<file path="config.mk">
export PLATFORM = sky130hd
export DESIGN_NAME = hmb_host
export DESIGN_NICKNAME = d
export VERILOG_FILES = /design/src/hdl/hmb_pkg.sv /design/src/hdl/hmb_chk_if.sv /design/src/hdl/hmb_chk.sv /design/src/hdl/hmb_fifo.sv /design/src/hdl/hmb_host.sv
export VERILOG_INCLUDE_DIRS = /design/src /design/src/hdl
export SDC_FILE = /design/constraint.sdc
export NUM_CORES = 1
export LEC_CHECK = 0
export BUFFER_PORTS_ARGS = -buffer_cell sky130_fd_sc_hd__buf_4
export CORE_AREA = 5 5 173 109
export CTS_CLUSTER_SIZE = 24
export DETAILED_ROUTE_END_ITERATION = 8
export DIE_AREA = 0 0 178 114
export PLACE_DENSITY = 0.79
export SLEW_MARGIN = 20
export SYNTH_ARGS = -nofsm -noshare
export SYNTH_HDL_FRONTEND = slang
export SYNTH_SLANG_ARGS = --single-unit
</file>
<file path="constraint.sdc">
create_clock -name I_CORE_CLK -period 3.84 [get_ports I_CORE_CLK]
set_clock_uncertainty 0.15 [all_clocks]
set_input_delay 0.768 -clock I_CORE_CLK [delete_from_list [all_inputs] [get_ports I_CORE_CLK]]
set_output_delay 0.768 -clock I_CORE_CLK [all_outputs]
set_load 0.01 [all_outputs]
</file>
<file path="src/hdl/hmb_regs.svh">
// Named constants for the Modbus host frame builder and checker.
// Assumes: included by bare name from the package, the check accumulator and the host; the FIFO and interface files do not include it.
`ifndef HMB_REGS_SVH
`define HMB_REGS_SVH
// Addressing offsets
`define HMB_REG_REF_BASE 16'h9c40
`define HMB_REG_OFS      16'h9c41
`define HMB_RLY_OFS      16'h0001
// Check arithmetic
`define HMB_CRC_SEED     16'hffff
`define HMB_CRC_POLY     16'ha001
`define HMB_CRC_ZERO     16'h0000
`define HMB_LRC_SEED     8'h00
`define HMB_BYTE_BITS    4'h8
// Characters of the ASCII framing
`define HMB_CH_COLON     8'h3a
`define HMB_CH_CR        8'h0d
`define HMB_CH_LF        8'h0a
`define HMB_CH_ZERO      8'h30
`define HMB_CH_NINE      8'h39
`define HMB_CH_UA        8'h41
`define HMB_CH_UF        8'h46
`define HMB_CH_ALPHA     8'h37
`define HMB_NIB_TEN      4'ha
// Frame layout
`define HMB_LAST_BYTE    3'h5
`define HMB_RTU_MIN      8'h04
`define HMB_ASC_MIN      8'h02
`define HMB_FIFO_DEPTH   4
`endif

</file>
<file path="src/hdl/hmb_pkg.sv">
// Types and character helpers shared by the Modbus host modules.
// Assumes: hmb_regs.svh is on the include path.
`include "hmb_regs.svh"
package hmb_pkg;
   typedef enum logic [5:0] {
      HMB_TX_IDLE  = 6'h01,
      HMB_TX_COLON = 6'h02,
      HMB_TX_DATA  = 6'h04,
      HMB_TX_CHK   = 6'h08,
      HMB_TX_CR    = 6'h10,
      HMB_TX_LF    = 6'h20
   } hmb_tx_st_t;
   typedef enum logic [1:0] {
      HMB_RX_IDLE = 2'h1,
      HMB_RX_BODY = 2'h2
   } hmb_rx_st_t;
   // Nibble to upper-case hex character
   function automatic logic [7:0] hmb_hex_chr(input logic [3:0] nib);
      return (nib < `HMB_NIB_TEN) ? (`HMB_CH_ZERO + {4'h0, nib}) : (`HMB_CH_ALPHA + {4'h0, nib});
   endfunction : hmb_hex_chr
   // Character to {valid, nibble}; lower case is not accepted
   function automatic logic [4:0] hmb_chr_nib(input logic [7:0] ch);
      logic [7:0] d;
      d = 8'h00;
      if (ch >= `HMB_CH_ZERO && ch <= `HMB_CH_NINE) begin
         d = ch - `HMB_CH_ZERO;
         return {1'b1, d[3:0]};
      end
      if (ch >= `HMB_CH_UA && ch <= `HMB_CH_UF) begin
         d = ch - `HMB_CH_ALPHA;
         return {1'b1, d[3:0]};
      end
      return 5'h00;
   endfunction : hmb_chr_nib
endpackage : hmb_pkg

</file>
<file path="src/hdl/hmb_chk_if.sv">
// Carrier between the frame engine and one check accumulator.
// Assumes: one clock; clr and en are single-cycle strobes from the engine.
`timescale 1ns/1ns
interface hmb_chk_if;
   logic        clr;
   logic        en;
   logic [7:0]  din;
   logic [15:0] crc;
   logic [7:0]  lrc;
   modport user (output clr, output en, output din, input crc, input lrc);
   modport acc  (input clr, input en, input din, output crc, output lrc);
endinterface : hmb_chk_if

</file>
<file path="src/hdl/hmb_chk.sv">
// Running check accumulator: table-driven CRC-16 and 8-bit LRC side by side.
// Assumes: clr loads the seeds; a byte offered with clr starts from the seeds.
`timescale 1ns/1ns
`include "hmb_regs.svh"
module hmb_chk (
   input  wire logic i_clk,
   input  wire logic i_rst_b,
   hmb_chk_if.acc    chk
);
   logic [15:0] crc_ff;
   logic [7:0]  lrc_ff;
   logic [15:0] crc_base;
   logic [7:0]  lrc_base;
   logic [15:0] crc_x;

   // Table entry for one index; a loop keeps the 256 entries out of the source
   function automatic logic [15:0] crc_tbl(input logic [7:0] idx);
      logic [15:0] c;
      c = {8'h00, idx};
      for (int k = 0; k < int'(`HMB_BYTE_BITS); k++) begin
         c = c[0] ? ((c >> 1) ^ `HMB_CRC_POLY) : (c >> 1);
      end
      return c;
   endfunction : crc_tbl

   // Seeds apply to the byte that arrives with clr
   assign crc_base = chk.clr ? `HMB_CRC_SEED : crc_ff;
   assign lrc_base = chk.clr ? `HMB_LRC_SEED : lrc_ff;
   assign crc_x    = crc_base ^ {8'h00, chk.din};
   assign chk.crc  = crc_ff;
   assign chk.lrc  = lrc_ff;

   // CRC: low byte indexes the table, high byte folds in, result seeds next byte
   always_ff @(posedge i_clk or negedge i_rst_b) begin
      if (!i_rst_b) begin
         crc_ff <= `HMB_CRC_SEED;
      end else if (chk.en) begin
         crc_ff <= {8'h00, crc_x[15:8]} ^ crc_tbl(crc_x[7:0]);
      end else if (chk.clr) begin
         crc_ff <= `HMB_CRC_SEED;
      end
   end

   // LRC: plain byte sum, carries beyond eight bits fall away
   always_ff @(posedge i_clk or negedge i_rst_b) begin
      if (!i_rst_b) begin
         lrc_ff <= `HMB_LRC_SEED;
      end else if (chk.en) begin
         lrc_ff <= lrc_base + chk.din;
      end else if (chk.clr) begin
         lrc_ff <= `HMB_LRC_SEED;
      end
   end
endmodule : hmb_chk

</file>
<file path="src/hdl/hmb_fifo.sv">
// Small synchronous FIFO with valid/ready on both sides.
// Assumes: one clock, asynchronous active-low reset.
`timescale 1ns/1ns
module hmb_fifo #(
   parameter int W = 8,
   parameter int D = 4
) (
   input  wire logic         i_clk,
   input  wire logic         i_rst_b,
   // Fill side
   input  wire logic         i_in_valid,
   output logic              o_in_ready,
   input  wire logic [W-1:0] i_in_data,
   // Drain side
   output logic              o_out_valid,
   input  wire logic         i_out_ready,
   output logic [W-1:0]      o_out_data
);
   localparam int AW = $clog2(D);
   logic [W-1:0]  mem_ff [D];
   logic [AW-1:0] wr_ff;
   logic [AW-1:0] rd_ff;
   logic [AW:0]   cnt_ff;
   logic          push;
   logic          pop;

   // Full and empty come straight from the occupancy count
   assign o_in_ready  = (cnt_ff != D[AW:0]);
   assign o_out_valid = (cnt_ff != '0);
   assign o_out_data  = mem_ff[rd_ff];
   assign push        = i_in_valid & o_in_ready;
   assign pop         = o_out_valid & i_out_ready;

   // Storage needs no reset; it is never read while empty
   always_ff @(posedge i_clk) begin
      if (push) begin
         mem_ff[wr_ff] <= i_in_data;
      end
   end

   // Pointers wrap at the power-of-two depth
   always_ff @(posedge i_clk or negedge i_rst_b) begin
      if (!i_rst_b) begin
         wr_ff  <= '0;
         rd_ff  <= '0;
         cnt_ff <= '0;
      end else begin
         if (push) wr_ff <= wr_ff + 1'b1;
         if (pop)  rd_ff <= rd_ff + 1'b1;
         cnt_ff <= cnt_ff + {{AW{1'b0}}, push} - {{AW{1'b0}}, pop};
      end
   end
endmodule : hmb_fifo

</file>
<file path="src/hdl/hmb_host.sv">
// Modbus host: builds request frames with checks and verifies answers.
// Assumes: a UART on the same clock takes O_TX bytes/characters and delivers
// received ones on I_RX; in RTU mode it also flags the silent gap on I_RX_END.
//
// What this block does
// - Register reference number is the register number with leading 4.
// - Relay reference number is the relay number without its letter.
// - Register message address is reference number minus 40001.
// - Relay message address is reference number minus one.
// - ASCII frames carry LRC; RTU frames carry CRC-16.
// - LRC is two's complement of byte sum, address to last data.
// - ASCII sends each byte as two hex characters; checks use bytes.
// - CRC covers eight data bits per byte, sixteen-bit remainder.
// - CRC starts at all ones each frame; address byte XORs in first.
// - Low byte of XOR result indexes the A001h table.
// - High byte of XOR result XORs with the table entry.
// - Result seeds the next byte, through the last data byte.
// - CRC appended low byte first, then high byte.
`timescale 1ns/1ns
`include "hmb_regs.svh"
module hmb_host (
   // Clock and reset
   input  wire logic        I_CORE_CLK,
   input  wire logic        I_RST_B,
   // Link mode
   input  wire logic        I_MODE_ASCII,
   // Request command
   input  wire logic        I_CMD_VALID,
   output logic             O_CMD_READY,
   input  wire logic        I_CMD_RELAY,
   input  wire logic [7:0]  I_CMD_SLAVE,
   input  wire logic [7:0]  I_CMD_FUNC,
   input  wire logic [15:0] I_CMD_NUM,
   input  wire logic [15:0] I_CMD_DATA,
   // Transmit stream to the UART
   output logic             O_TX_VALID,
   input  wire logic        I_TX_READY,
   output logic [7:0]       O_TX_DATA,
   // Receive stream from the UART
   input  wire logic        I_RX_VALID,
   input  wire logic [7:0]  I_RX_DATA,
   input  wire logic        I_RX_END,
   // Status
   output logic [15:0]      O_MSG_ADDR,
   output logic             O_RX_OK,
   output logic             O_RX_ERR
);
   // Transmit engine state
   hmb_pkg::hmb_tx_st_t tx_st_ff;
   logic [7:0]          frame_ff [6];
   logic [2:0]          idx_ff;
   logic                nib_ff;
   logic                ascii_ff;
   logic [15:0]         addr_ff;
   // Receive checker state
   hmb_pkg::hmb_rx_st_t rx_st_ff;
   logic [3:0]          rx_hi_ff;
   logic                rx_half_ff;
   logic [7:0]          rx_cnt_ff;
   logic                rx_bad_ff;
   logic                rx_pnd_ff;
   logic                rx_asc_ff;
   logic                ok_ff;
   logic                err_ff;
   // Combinational terms
   logic                take;
   logic [15:0]         ref_num;
   logic [15:0]         nxt_addr;
   logic                push;
   logic                fifo_ready;
   logic [7:0]          tx_char;
   logic [7:0]          tx_byte;
   logic [7:0]          lrc_out;
   logic                step;
   logic                byte_done;
   logic [4:0]          rx_nib;
   logic                rx_hex;

   hmb_chk_if tx_chk ();
   hmb_chk_if rx_chk ();

   // One accumulator per direction, so a reply may arrive while a request drains
   hmb_chk u_tx_chk (
      .i_clk   (I_CORE_CLK),
      .i_rst_b (I_RST_B),
      .chk     (tx_chk.acc)
   );
   hmb_chk u_rx_chk (
      .i_clk   (I_CORE_CLK),
      .i_rst_b (I_RST_B),
      .chk     (rx_chk.acc)
   );

   // Characters queue here; a stalled UART stalls the engine through fifo_ready
   hmb_fifo #(
      .W (8),
      .D (`HMB_FIFO_DEPTH)
   ) u_tx_fifo (
      .i_clk       (I_CORE_CLK),
      .i_rst_b     (I_RST_B),
      .i_in_valid  (push),
      .o_in_ready  (fifo_ready),
      .i_in_data   (tx_char),
      .o_out_valid (O_TX_VALID),
      .i_out_ready (I_TX_READY),
      .o_out_data  (O_TX_DATA)
   );

   // Reference number first, then the zero-based message address
   always_comb begin
      if (I_CMD_RELAY) begin
         ref_num  = I_CMD_NUM;
         nxt_addr = ref_num - `HMB_RLY_OFS;
      end else begin
         ref_num  = I_CMD_NUM + `HMB_REG_REF_BASE;
         nxt_addr = ref_num - `HMB_REG_OFS;
      end
   end

   assign O_CMD_READY = (tx_st_ff == hmb_pkg::HMB_TX_IDLE);
   assign take        = I_CMD_VALID & O_CMD_READY;
   assign push        = (tx_st_ff != hmb_pkg::HMB_TX_IDLE);
   assign step        = push & fifo_ready;
   assign O_MSG_ADDR  = addr_ff;
   assign O_RX_OK     = ok_ff;
   assign O_RX_ERR    = err_ff;
   assign lrc_out     = ~tx_chk.lrc + 8'h01;

   // Byte in flight: frame byte, LRC, or CRC low then high
   always_comb begin
      if (tx_st_ff == hmb_pkg::HMB_TX_DATA) begin
         tx_byte = frame_ff[idx_ff];
      end else if (ascii_ff) begin
         tx_byte = lrc_out;
      end else if (idx_ff == 3'h0) begin
         tx_byte = tx_chk.crc[7:0];
      end else begin
         tx_byte = tx_chk.crc[15:8];
      end
   end

   // Character offered to the FIFO in each state
   always_comb begin
      case (tx_st_ff)
         hmb_pkg::HMB_TX_COLON: tx_char = `HMB_CH_COLON;
         hmb_pkg::HMB_TX_CR:    tx_char = `HMB_CH_CR;
         hmb_pkg::HMB_TX_LF:    tx_char = `HMB_CH_LF;
         hmb_pkg::HMB_TX_DATA,
         hmb_pkg::HMB_TX_CHK: begin
            if (ascii_ff) begin
               tx_char = hmb_pkg::hmb_hex_chr(nib_ff ? tx_byte[3:0] : tx_byte[7:4]);
            end else begin
               tx_char = tx_byte;
            end
         end
         default: tx_char = 8'h00;
      endcase
   end

   // A data byte counts once it is fully queued; binary value, not characters
   assign byte_done  = step & (tx_st_ff == hmb_pkg::HMB_TX_DATA) & (~ascii_ff | nib_ff);
   assign tx_chk.clr = take;
   assign tx_chk.en  = byte_done;
   assign tx_chk.din = frame_ff[idx_ff];

   // Frame contents latched at the command
   always_ff @(posedge I_CORE_CLK or negedge I_RST_B) begin
      if (!I_RST_B) begin
         for (int k = 0; k < 6; k++) begin
            frame_ff[k] <= 8'h00;
         end
         addr_ff  <= 16'h0000;
         ascii_ff <= 1'b0;
      end else if (take) begin
         frame_ff[0] <= I_CMD_SLAVE;
         frame_ff[1] <= I_CMD_FUNC;
         frame_ff[2] <= nxt_addr[15:8];
         frame_ff[3] <= nxt_addr[7:0];
         frame_ff[4] <= I_CMD_DATA[15:8];
         frame_ff[5] <= I_CMD_DATA[7:0];
         addr_ff     <= nxt_addr;
         ascii_ff    <= I_MODE_ASCII;
      end
   end

   // Transmit sequencer; leaves idle on take, then advances only when the FIFO takes the character
   always_ff @(posedge I_CORE_CLK or negedge I_RST_B) begin
      if (!I_RST_B) begin
         tx_st_ff <= hmb_pkg::HMB_TX_IDLE;
         idx_ff   <= 3'h0;
         nib_ff   <= 1'b0;
      end else begin
         case (tx_st_ff)
            hmb_pkg::HMB_TX_IDLE: begin
               idx_ff <= 3'h0;
               nib_ff <= 1'b0;
               if (take) begin
                  tx_st_ff <= I_MODE_ASCII ? hmb_pkg::HMB_TX_COLON : hmb_pkg::HMB_TX_DATA;
               end
            end
            hmb_pkg::HMB_TX_COLON: begin
               if (step) tx_st_ff <= hmb_pkg::HMB_TX_DATA;
            end
            hmb_pkg::HMB_TX_DATA: begin
               if (step) begin
                  if (ascii_ff && !nib_ff) begin
                     nib_ff <= 1'b1;
                  end else begin
                     nib_ff <= 1'b0;
                     if (idx_ff == `HMB_LAST_BYTE) begin
                        idx_ff   <= 3'h0;
                        tx_st_ff <= hmb_pkg::HMB_TX_CHK;
                     end else begin
                        idx_ff <= idx_ff + 3'h1;
                     end
                  end
               end
            end
            hmb_pkg::HMB_TX_CHK: begin
               if (step) begin
                  if (ascii_ff) begin
                     nib_ff <= ~nib_ff;
                     if (nib_ff) tx_st_ff <= hmb_pkg::HMB_TX_CR;
                  end else if (idx_ff == 3'h0) begin
                     idx_ff <= 3'h1;
                  end else begin
                     idx_ff   <= 3'h0;
                     tx_st_ff <= hmb_pkg::HMB_TX_IDLE;
                  end
               end
            end
            hmb_pkg::HMB_TX_CR: begin
               if (step) tx_st_ff <= hmb_pkg::HMB_TX_LF;
            end
            hmb_pkg::HMB_TX_LF: begin
               if (step) tx_st_ff <= hmb_pkg::HMB_TX_IDLE;
            end
            default: tx_st_ff <= hmb_pkg::HMB_TX_IDLE;
         endcase
      end
   end

   // Receive decode: colon restarts in ASCII; first byte after idle in RTU
   assign rx_nib = hmb_pkg::hmb_chr_nib(I_RX_DATA);
   assign rx_hex = rx_nib[4];

   always_comb begin
      rx_chk.clr = 1'b0;
      rx_chk.en  = 1'b0;
      rx_chk.din = I_RX_DATA;
      if (I_RX_VALID) begin
         if (I_MODE_ASCII) begin
            rx_chk.din = {rx_hi_ff, rx_nib[3:0]};
            rx_chk.clr = (I_RX_DATA == `HMB_CH_COLON);
            rx_chk.en  = (rx_st_ff == hmb_pkg::HMB_RX_BODY) && rx_hex && rx_half_ff;
         end else begin
            rx_chk.clr = (rx_st_ff == hmb_pkg::HMB_RX_IDLE);
            rx_chk.en  = 1'b1;
         end
      end
   end

   // Receive framing; a frame end is judged one cycle later so the last byte settles
   always_ff @(posedge I_CORE_CLK or negedge I_RST_B) begin
      if (!I_RST_B) begin
         rx_st_ff   <= hmb_pkg::HMB_RX_IDLE;
         rx_hi_ff   <= 4'h0;
         rx_half_ff <= 1'b0;
         rx_cnt_ff  <= 8'h00;
         rx_bad_ff  <= 1'b0;
         rx_pnd_ff  <= 1'b0;
         rx_asc_ff  <= 1'b0;
      end else begin
         rx_pnd_ff <= 1'b0;
         if (I_MODE_ASCII) begin
            if (I_RX_VALID) begin
               if (I_RX_DATA == `HMB_CH_COLON) begin
                  rx_st_ff   <= hmb_pkg::HMB_RX_BODY;
                  rx_half_ff <= 1'b0;
                  rx_cnt_ff  <= 8'h00;
                  rx_bad_ff  <= 1'b0;
               end else if (rx_st_ff == hmb_pkg::HMB_RX_BODY) begin
                  if (I_RX_DATA == `HMB_CH_LF) begin
                     rx_st_ff  <= hmb_pkg::HMB_RX_IDLE;
                     rx_pnd_ff <= 1'b1;
                     rx_asc_ff <= 1'b1;
                  end else if (I_RX_DATA != `HMB_CH_CR) begin
                     if (!rx_hex) begin
                        rx_bad_ff <= 1'b1;
                     end
                     rx_hi_ff   <= rx_nib[3:0];
                     rx_half_ff <= ~rx_half_ff;
                     if (rx_half_ff && rx_cnt_ff != 8'hff) rx_cnt_ff <= rx_cnt_ff + 8'h01;
                  end
               end
            end
         end else begin
            if (I_RX_VALID) begin
               rx_st_ff <= hmb_pkg::HMB_RX_BODY;
               if (rx_st_ff == hmb_pkg::HMB_RX_IDLE) begin
                  rx_cnt_ff <= 8'h01;
               end else if (rx_cnt_ff != 8'hff) begin
                  rx_cnt_ff <= rx_cnt_ff + 8'h01;
               end
            end
            if (I_RX_END && (rx_st_ff == hmb_pkg::HMB_RX_BODY || I_RX_VALID)) begin
               rx_st_ff  <= hmb_pkg::HMB_RX_IDLE;
               rx_pnd_ff <= 1'b1;
               rx_asc_ff <= 1'b0;
            end
         end
      end
   end

   // Verdict: a good frame leaves a zero remainder over data plus its check bytes
   always_ff @(posedge I_CORE_CLK or negedge I_RST_B) begin
      if (!I_RST_B) begin
         ok_ff  <= 1'b0;
         err_ff <= 1'b0;
      end else begin
         ok_ff  <= 1'b0;
         err_ff <= 1'b0;
         if (rx_pnd_ff) begin
            if (rx_asc_ff) begin
               if (!rx_bad_ff && !rx_half_ff && rx_cnt_ff >= `HMB_ASC_MIN && rx_chk.lrc == `HMB_LRC_SEED) begin
                  ok_ff <= 1'b1;
               end else begin
                  err_ff <= 1'b1;
               end
            end else begin
               if (rx_cnt_ff >= `HMB_RTU_MIN && rx_chk.crc == `HMB_CRC_ZERO) begin
                  ok_ff <= 1'b1;
               end else begin
                  err_ff <= 1'b1;
               end
            end
         end
      end
   end
endmodule : hmb_host

</file>
### After elaboration in Yosys (flattened, before gate mapping)

Memories as Yosys holds them, arrays and structs flattened.
Cells that the tools add are included.

| cells by class | value |
|---|---|
| $add $sub $neg | 16 |
| $lt $le $gt $ge | 8 |
| equal/unequal tests | 38 |
| mux-type cells | 121 |
| bitwise logic cells | 33 |
| reductions and logical operators | 35 |

Operators by type and width:

| kind | count |
|---|---|
| 16-bit two-way mux | 21 |
| 8-bit two-way mux | 22 |
| 6-bit two-way mux | 11 |
| 1-bit two-way mux | 43 |
| 2-bit inverter with 3-bit output | 14 |
| 6-bit one-hot mux with 6 select lines | 1 |
| 8-bit one-hot mux with 4 select lines | 1 |
| 16-bit by 8-bit bitwise XOR with 16-bit output | 2 |
| 8-bit by 16-bit bitwise XOR with 16-bit output | 2 |
| 8-bit binary-select mux with 3-bit select | 1 |
| 5-bit two-way mux | 4 |
| 2-bit != test (second input constant) | 10 |
| 3-bit two-way mux | 6 |
| 6-bit AND reduction | 3 |
| 16-bit adder (second input constant) | 1 |
| 8-bit by 1-bit adder with 8-bit output (second input constant) | 2 |
| 8-bit adder | 2 |
| 16-bit logical NOT | 1 |
| 16-bit by 1-bit subtractor with 16-bit output (second input constant) | 1 |
| 16-bit subtractor (second input constant) | 1 |
| 5-bit AND reduction | 3 |
| 6-bit by 4-bit adder with 7-bit output (first input constant) | 2 |
| 2-bit two-way mux | 7 |
| 2-bit by 1-bit != test with 1-bit output (second input constant) | 6 |
| 50 further kinds | 84 |

| storage, ports and cells | value |
|---|---|
| register bits after elaboration | 150 |
| RAM bits | 32 |
| bits of input ports | 64 |
| output and inout port bits | 28 |
| word-level logic and storage cells | 279 |
| memories | 1 |

Memories:

| name | words | width | rd ports | clocked after memory_dff | wr ports | line | RTL |
|---|---|---|---|---|---|---|---|
| u_tx_fifo.mem_ff | 4 | 8 | 1 | 0 | 1 | hmb_fifo.sv:20 | `logic [W-1:0] mem_ff [D];` |

### Longest topological paths before layout

| depth | value |
|---|---|
| depth in word-level cells | 27 |
| mapped depth | 19 |
| gate-level depth less buffers | 17 |

### By module

Synthesis repeated with hierarchy kept, for this count alone.

| unflattened totals | value |
|---|---|
| cell total of the unflattened synthesis | 997 |
| area total of the unflattened synthesis | 10,132.2 µm² |

By module, submodules not included:

| module | times used | cells an instance | area an instance (µm²) | seq. area each (µm²) |
|---|---|---|---|---|
| hmb_host | 1 | 575 | 5,236.3 | 1,979.4 |
| hmb_chk | 2 | 169 | 1,631.6 | 620.6 |
| hmb_fifo | 1 | 84 | 1,632.8 | 1,136.1 |

### Worst setup path after synthesis

OpenSTA, ideal clock, no wires.

| timing path | value |
|---|---|
| path type | input-to-reg |
| from | in I_RX_DATA[0] |
| to | reg u_rx_chk.lrc_ff[7] (netlist: u_rx_chk.chk.lrc[7]) |
| setup time | 0.123 ns |
| data arrival time | 3.621 ns |
| data required time | 3.567 ns |
| setup slack | -0.054 ns |
| stages | 19 |
| buffers on the path | 2 |
| path through | inv_1 > ha_1 > and3b_2 > a31o_2 > clkbuf_1 > nand2_1 > clkbuf_1 > nand2_1 > inv_1 > ha_1 > a21o_1 > a21oi_1 > o21bai_1 > a21oi_1 > o21bai_1 > a21oi_1 > xnor2_1 > nor2_1 > xnor2_1 |

| between the ends | value |
|---|---|
| longest elaborated chain between the ends | 11 |
| elaborated cells between the ends (all ways) | 27 |
| classes of those cells | add/sub: 3; order compare: 4; eq/ne: 1; mux: 15; reduce/logical: 4 |

RTL lines:

| what | line | RTL |
|---|---|---|
| start: declaration | hmb_host.sv:41 | `input wire logic [7:0] I_RX_DATA,` |
| branches (longest 10 deep; another with 8-bit by 7-bit >= comparator with 1-bit output) | - |  |
| 8-bit two-way mux * | hmb_chk.sv:48 | `end else if (chk.en) begin` |
| end signal: assignment | hmb_chk.sv:47 | `` lrc_ff <= `HMB_LRC_SEED; `` |
| end signal: assignment | hmb_chk.sv:49 | `lrc_ff <= lrc_base + chk.din;` |
| end signal: assignment | hmb_chk.sv:51 | `` lrc_ff <= `HMB_LRC_SEED; `` |
| end: declaration | hmb_chk.sv:11 | `logic [7:0] lrc_ff;` |

Mark *: on every way between the ends. The select of a mux whose other input is x is not followed.
A chain may end at the register's enable or synchronous reset.

### Final worst setup path

| timing path | value |
|---|---|
| from | reg idx_ff[2] |
| to | reg u_tx_chk.lrc_ff[7] (netlist: u_tx_chk.chk.lrc[7]) |

| between the ends | value |
|---|---|
| longest elaborated chain between the ends | 6 |

RTL lines:

| what | line | RTL |
|---|---|---|
| start: declaration | hmb_host.sv:51 | `logic [2:0] idx_ff;` |
| start signal: assignment | hmb_host.sv:214 | `idx_ff <= idx_ff + 3'h1;` |
| 3-bit inverter with 4-bit output (not written as such) | hmb_host.sv:164 | `assign tx_chk.din = frame_ff[idx_ff];` |
| 8-bit binary-select mux with 3-bit select | hmb_host.sv:164 |  |
| 8-bit two-way mux (not written as such) (2 in a row) | hmb_host.sv:164 |  |
| 8-bit adder | hmb_chk.sv:49 |  |
| 8-bit two-way mux | hmb_chk.sv:48 |  |
| end signal: assignment | hmb_chk.sv:47 |  |
| end signal: assignment | hmb_chk.sv:49 |  |
| end signal: assignment | hmb_chk.sv:51 |  |
| end: declaration | hmb_chk.sv:11 |  |

Every way passes these cells. The select of a mux whose other input is x is not followed.

==> impl_metrics.json <==
{
  "status": "finished, final reports clean",
  "grt_max_degree": 93,
  "syn-instance-count": 1103,
  "cts_hold_buf": 0,
  "seqCellArea_sq_mm": 0.00436,
  "synth_nets": 1200,
  "multi_input_area_sq_mm": 0.00517,
  "grt.total_usage_pct": 25.6,
  "fin_cells": 1442,
  "hold_ws_ns": 0.242,
  "yosys.area.top_type_share_pct": 25.0,
  "r2r_slack_ns": 0.22,
  "start_util_pct": 57.7,
  "grt_pass1_wl_um": 41300,
  "max_clock_freq_ghz": 0.276,
  "routed_via_density": 5.80,
  "dp.cells": 1410,
  "r2r-end": "u_tx_chk.chk.lrc[7]",
  "die_y_um": 114,
  "critical_path_required_ns": 4.00,
  "utilization_pct": 66.9,
  "rsz0062_at_grt": "false",
  "slowest_delay_ns": 0.52,
  "p_leak_nw": 5.26,
  "worstSetupStartpointType": "flip-flop",
  "crit-reg2reg-launch": "idx_ff[2]",
  "core-area_sq_mm": 0.0174,
  "p_total_mw": 10.8,
  "post-place-ws_ns": -0.0887,
  "crit_end": "u_tx_chk.chk.lrc[7]",
  "met1_usage_pct": 40.8,
  "worst_slack_ns": 0.219,
  "yosysUniqueCellTypes": 77,
  "synth_area_leader_cell": "dfrtp_1",
  "vias": 8365,
  "final_cell_area_sq_mm": 0.0116,
  "min_path_type": "primary input to async pin",
  "worst-path-max-fanout": 14,
  "syn_area_sq_mm": 0.0100,
  "startpoint": "idx_ff[2]",
  "use_met3_pct": 6.82,
  "crit_slowest_cell": "dfrtp_1",
  "drt.antenna.violating_nets": 0,
  "syn_to_final_growth_pct": 15.9,
  "tightestPinTransition_ns": 0.868,
  "portBuffers": 90,
  "routed_wl_um": 25100,
  "synth-edff-count": 32,
  "clock_sinks": 166,
  "antenna_found_initial": 0,
  "peakVddDrop_mv": 0.625,
  "max-slew-margin-rel_pct": 42.1,
  "postPlaceCellArea_sq_mm": 0.0110,
  "die_area_sq_mm": 0.0203,
  "met2_usage_pct": 35.2,
  "post-route-drc-count": 0,
  "clock-root-buffer": "clkbuf_16",
  "dr.first_iter.drc_count": 845,
  "firstDrtPassIters": 7,
  "fillCellCount": 1375,
  "maxCapViolCount": 0,
  "yosysWarnings": 0,
  "setup_viol": 0,
  "gr-total-overflow": 0,
  "cts_made_buffers": 17,
  "nNetsFinal": 1286,
  "crit_chain": "buf_4 > or4_1 > o221ai_1 > nand2_1 > ha_1 > a21o_1 > a21oi_1 > o21bai_1 > a21oi_1 > o21bai_1 > a21oi_1 > xor2_1 > nor2_1 > xnor2_1",
  "p_per_area_mw_per_mm2": 934,
  "crit_path_end_kind": "flip-flop",
  "layout-drive-gt1-share_pct": 20.0,
  "seq_area_frac_synth_pct": 43.5,
  "layout_min_cycle_time_ns": 3.62,
  "postSynthAreaPerCell_sq_um": 9.08,
  "grt_pass1_vias": 7846,
  "n_antenna_cell": 0,
  "boundaryPins": 92,
  "rr_worst_depth": 14,
  "cts_tree": "built",
  "path_class": "flip-flop to flip-flop",
  "clock_latency_ns": 0.43,
  "hold_viol": 0,
  "setup_tns_ns": 0,
  "fp.dieW_um": 178,
  "top_usage_layer": "met1",
  "num_rows": 38,
  "fin_crit_sh_pct": 94.3,
  "clk_pin_slew_ns": 0.07,
  "postCtsSetupBuffers": 0,
  "async_reset_ff_share_pct": 80.7,
  "synth-seq-cells": 166,
  "place_hpwl_um": 18400,
  "place_congestion": 0.950,
  "synthTopCellsByArea": "dfrtp_1 25%, edfxtp_1 9.6%, dfstp_2 8.9%",
  "cp_common_cell": "a21oi_1",
  "clk_path_buf_depth": 2,
  "drv_slew": 0,
  "ys_dominant_reg_cell": "dfrtp_1",
  "cp.arrival_ns": 3.78,
  "wl_per_cell_um": 17.4,
  "htreeDepth": 4
}
[registers in the layout, summed over array words and instances, names as in the netlist, 2 cells and up]
register	count
u_rx_chk.chk.lrc	8
u_tx_chk.chk.lrc	8
u_tx_fifo.cnt_ff	3
u_tx_fifo.rd_ff	2
u_tx_fifo.wr_ff	2
tx_st_ff	6
u_rx_chk.chk.crc	16
u_tx_chk.chk.crc	16
rx_st_ff	2
rx_cnt_ff	8
frame_ff	47
idx_ff	3
u_tx_fifo.mem_ff	32
rx_hi_ff	4
[Yosys cell counts, drive strengths merged, types with 7 or more instances]
cell and number:
nand2 221, dfrtp 100, o21ai 84, nor2 76, a21oi 67, clkbuf 44
inv 42, xnor2 42, dfstp 34, edfxtp 32, xor2 32, ha 30
buf 28, nor3 27, and2 22, nand3 21, nand2b 15, nor4 15
mux2i 14, o21bai 10, o22ai 10, or3 10, and3 9, mux4 9
nor2b 8, a211oi 7
[final cells by class]
type | instances | share of cell area (%)
clock buffer | 20 | 3.76
clock inverter | 12 | 1.05
inverter | 42 | 1.36
multi-input combinational | 823 | 44.6
sequential | 166 | 37.5
tap | 240 | 2.59
timing repair buffer | 139 | 9.13
[power breakdown]
group          switching [mW]  internal, mW  total, mW
clock network           0.747         0.906       1.65
logic                    3.21          2.64       5.85
registers               0.615          2.73       3.34
[what timing repair did]
item	in CTS	in global routing
endpoints found under the hold margin	0	0
setup endpoints to repair	0	13
gates resized for setup	0	5
[per-layer routing]
layer / part of all wire (%) / vias up / wire, um
met5: 0 / - / 0
met4: 0.84 / 0 / 210
met3: 9.4 / 23 / 2370
met2: 42 / 376 / 10500
li1: - / 3960 / -
met1: 48 / 4006 / 12100
[worst min path at each step]
stage / startpoint / to / slack [ns] / cells past startpoint
4_1_cts: I_RST_B / frame_ff[16] / 0.29 / 1
2_1_floorplan: frame_ff[40] / frame_ff[40] / 0.29 / 2
6_report: I_RST_B / frame_ff[16] / 0.24 / 1
3_3_place_gp: frame_ff[43] / frame_ff[43] / 0.30 / 2
3_5_place_dp: frame_ff[40] / frame_ff[40] / 0.31 / 2
5_1_grt: I_RST_B / frame_ff[16] / 0.32 / 1
[worst max-delay path, delay by kind of cell (launching register included)]
family | cells | cell delay, ns
buf+inv | 1 | 0.25
compound gates | 7 | 1.09
xor+xnor | 2 | 0.30
flops | 1 | 0.52
simple gates | 3 | 0.86
fa+ha+maj | 1 | 0.32
[cell families (layout without fill, tap and decap cells)]
| logic type | after synthesis | after routing | share of synthesized area [%] |
|---|---|---|---|
| adders and majority gates | 33 | 33 | 4.35 |
| and+or+nand+nor | 448 | 448 | 20.4 |
| buffers and inverters | 114 | 213 | 5.04 |
| muxes | 29 | 29 | 4.10 |
| xor gates and xnor gates | 81 | 81 | 8.35 |
| DFF | 166 | 166 | 43.5 |
| AOI/OAI and AO/OA | 232 | 232 | 14.3 |
[layout by cell type, fill, tap and decap left out, drive strengths merged, types with 32 or more instances in the layout]
cell    count
nor2       76
edfxtp     32
dfstp      34
xnor2      42
xor2       32
inv        47
nand2     221
dfrtp     100
o21ai      84
a21oi      67
buf       139
Note: power is estimated with default switching activity, not from simulation.
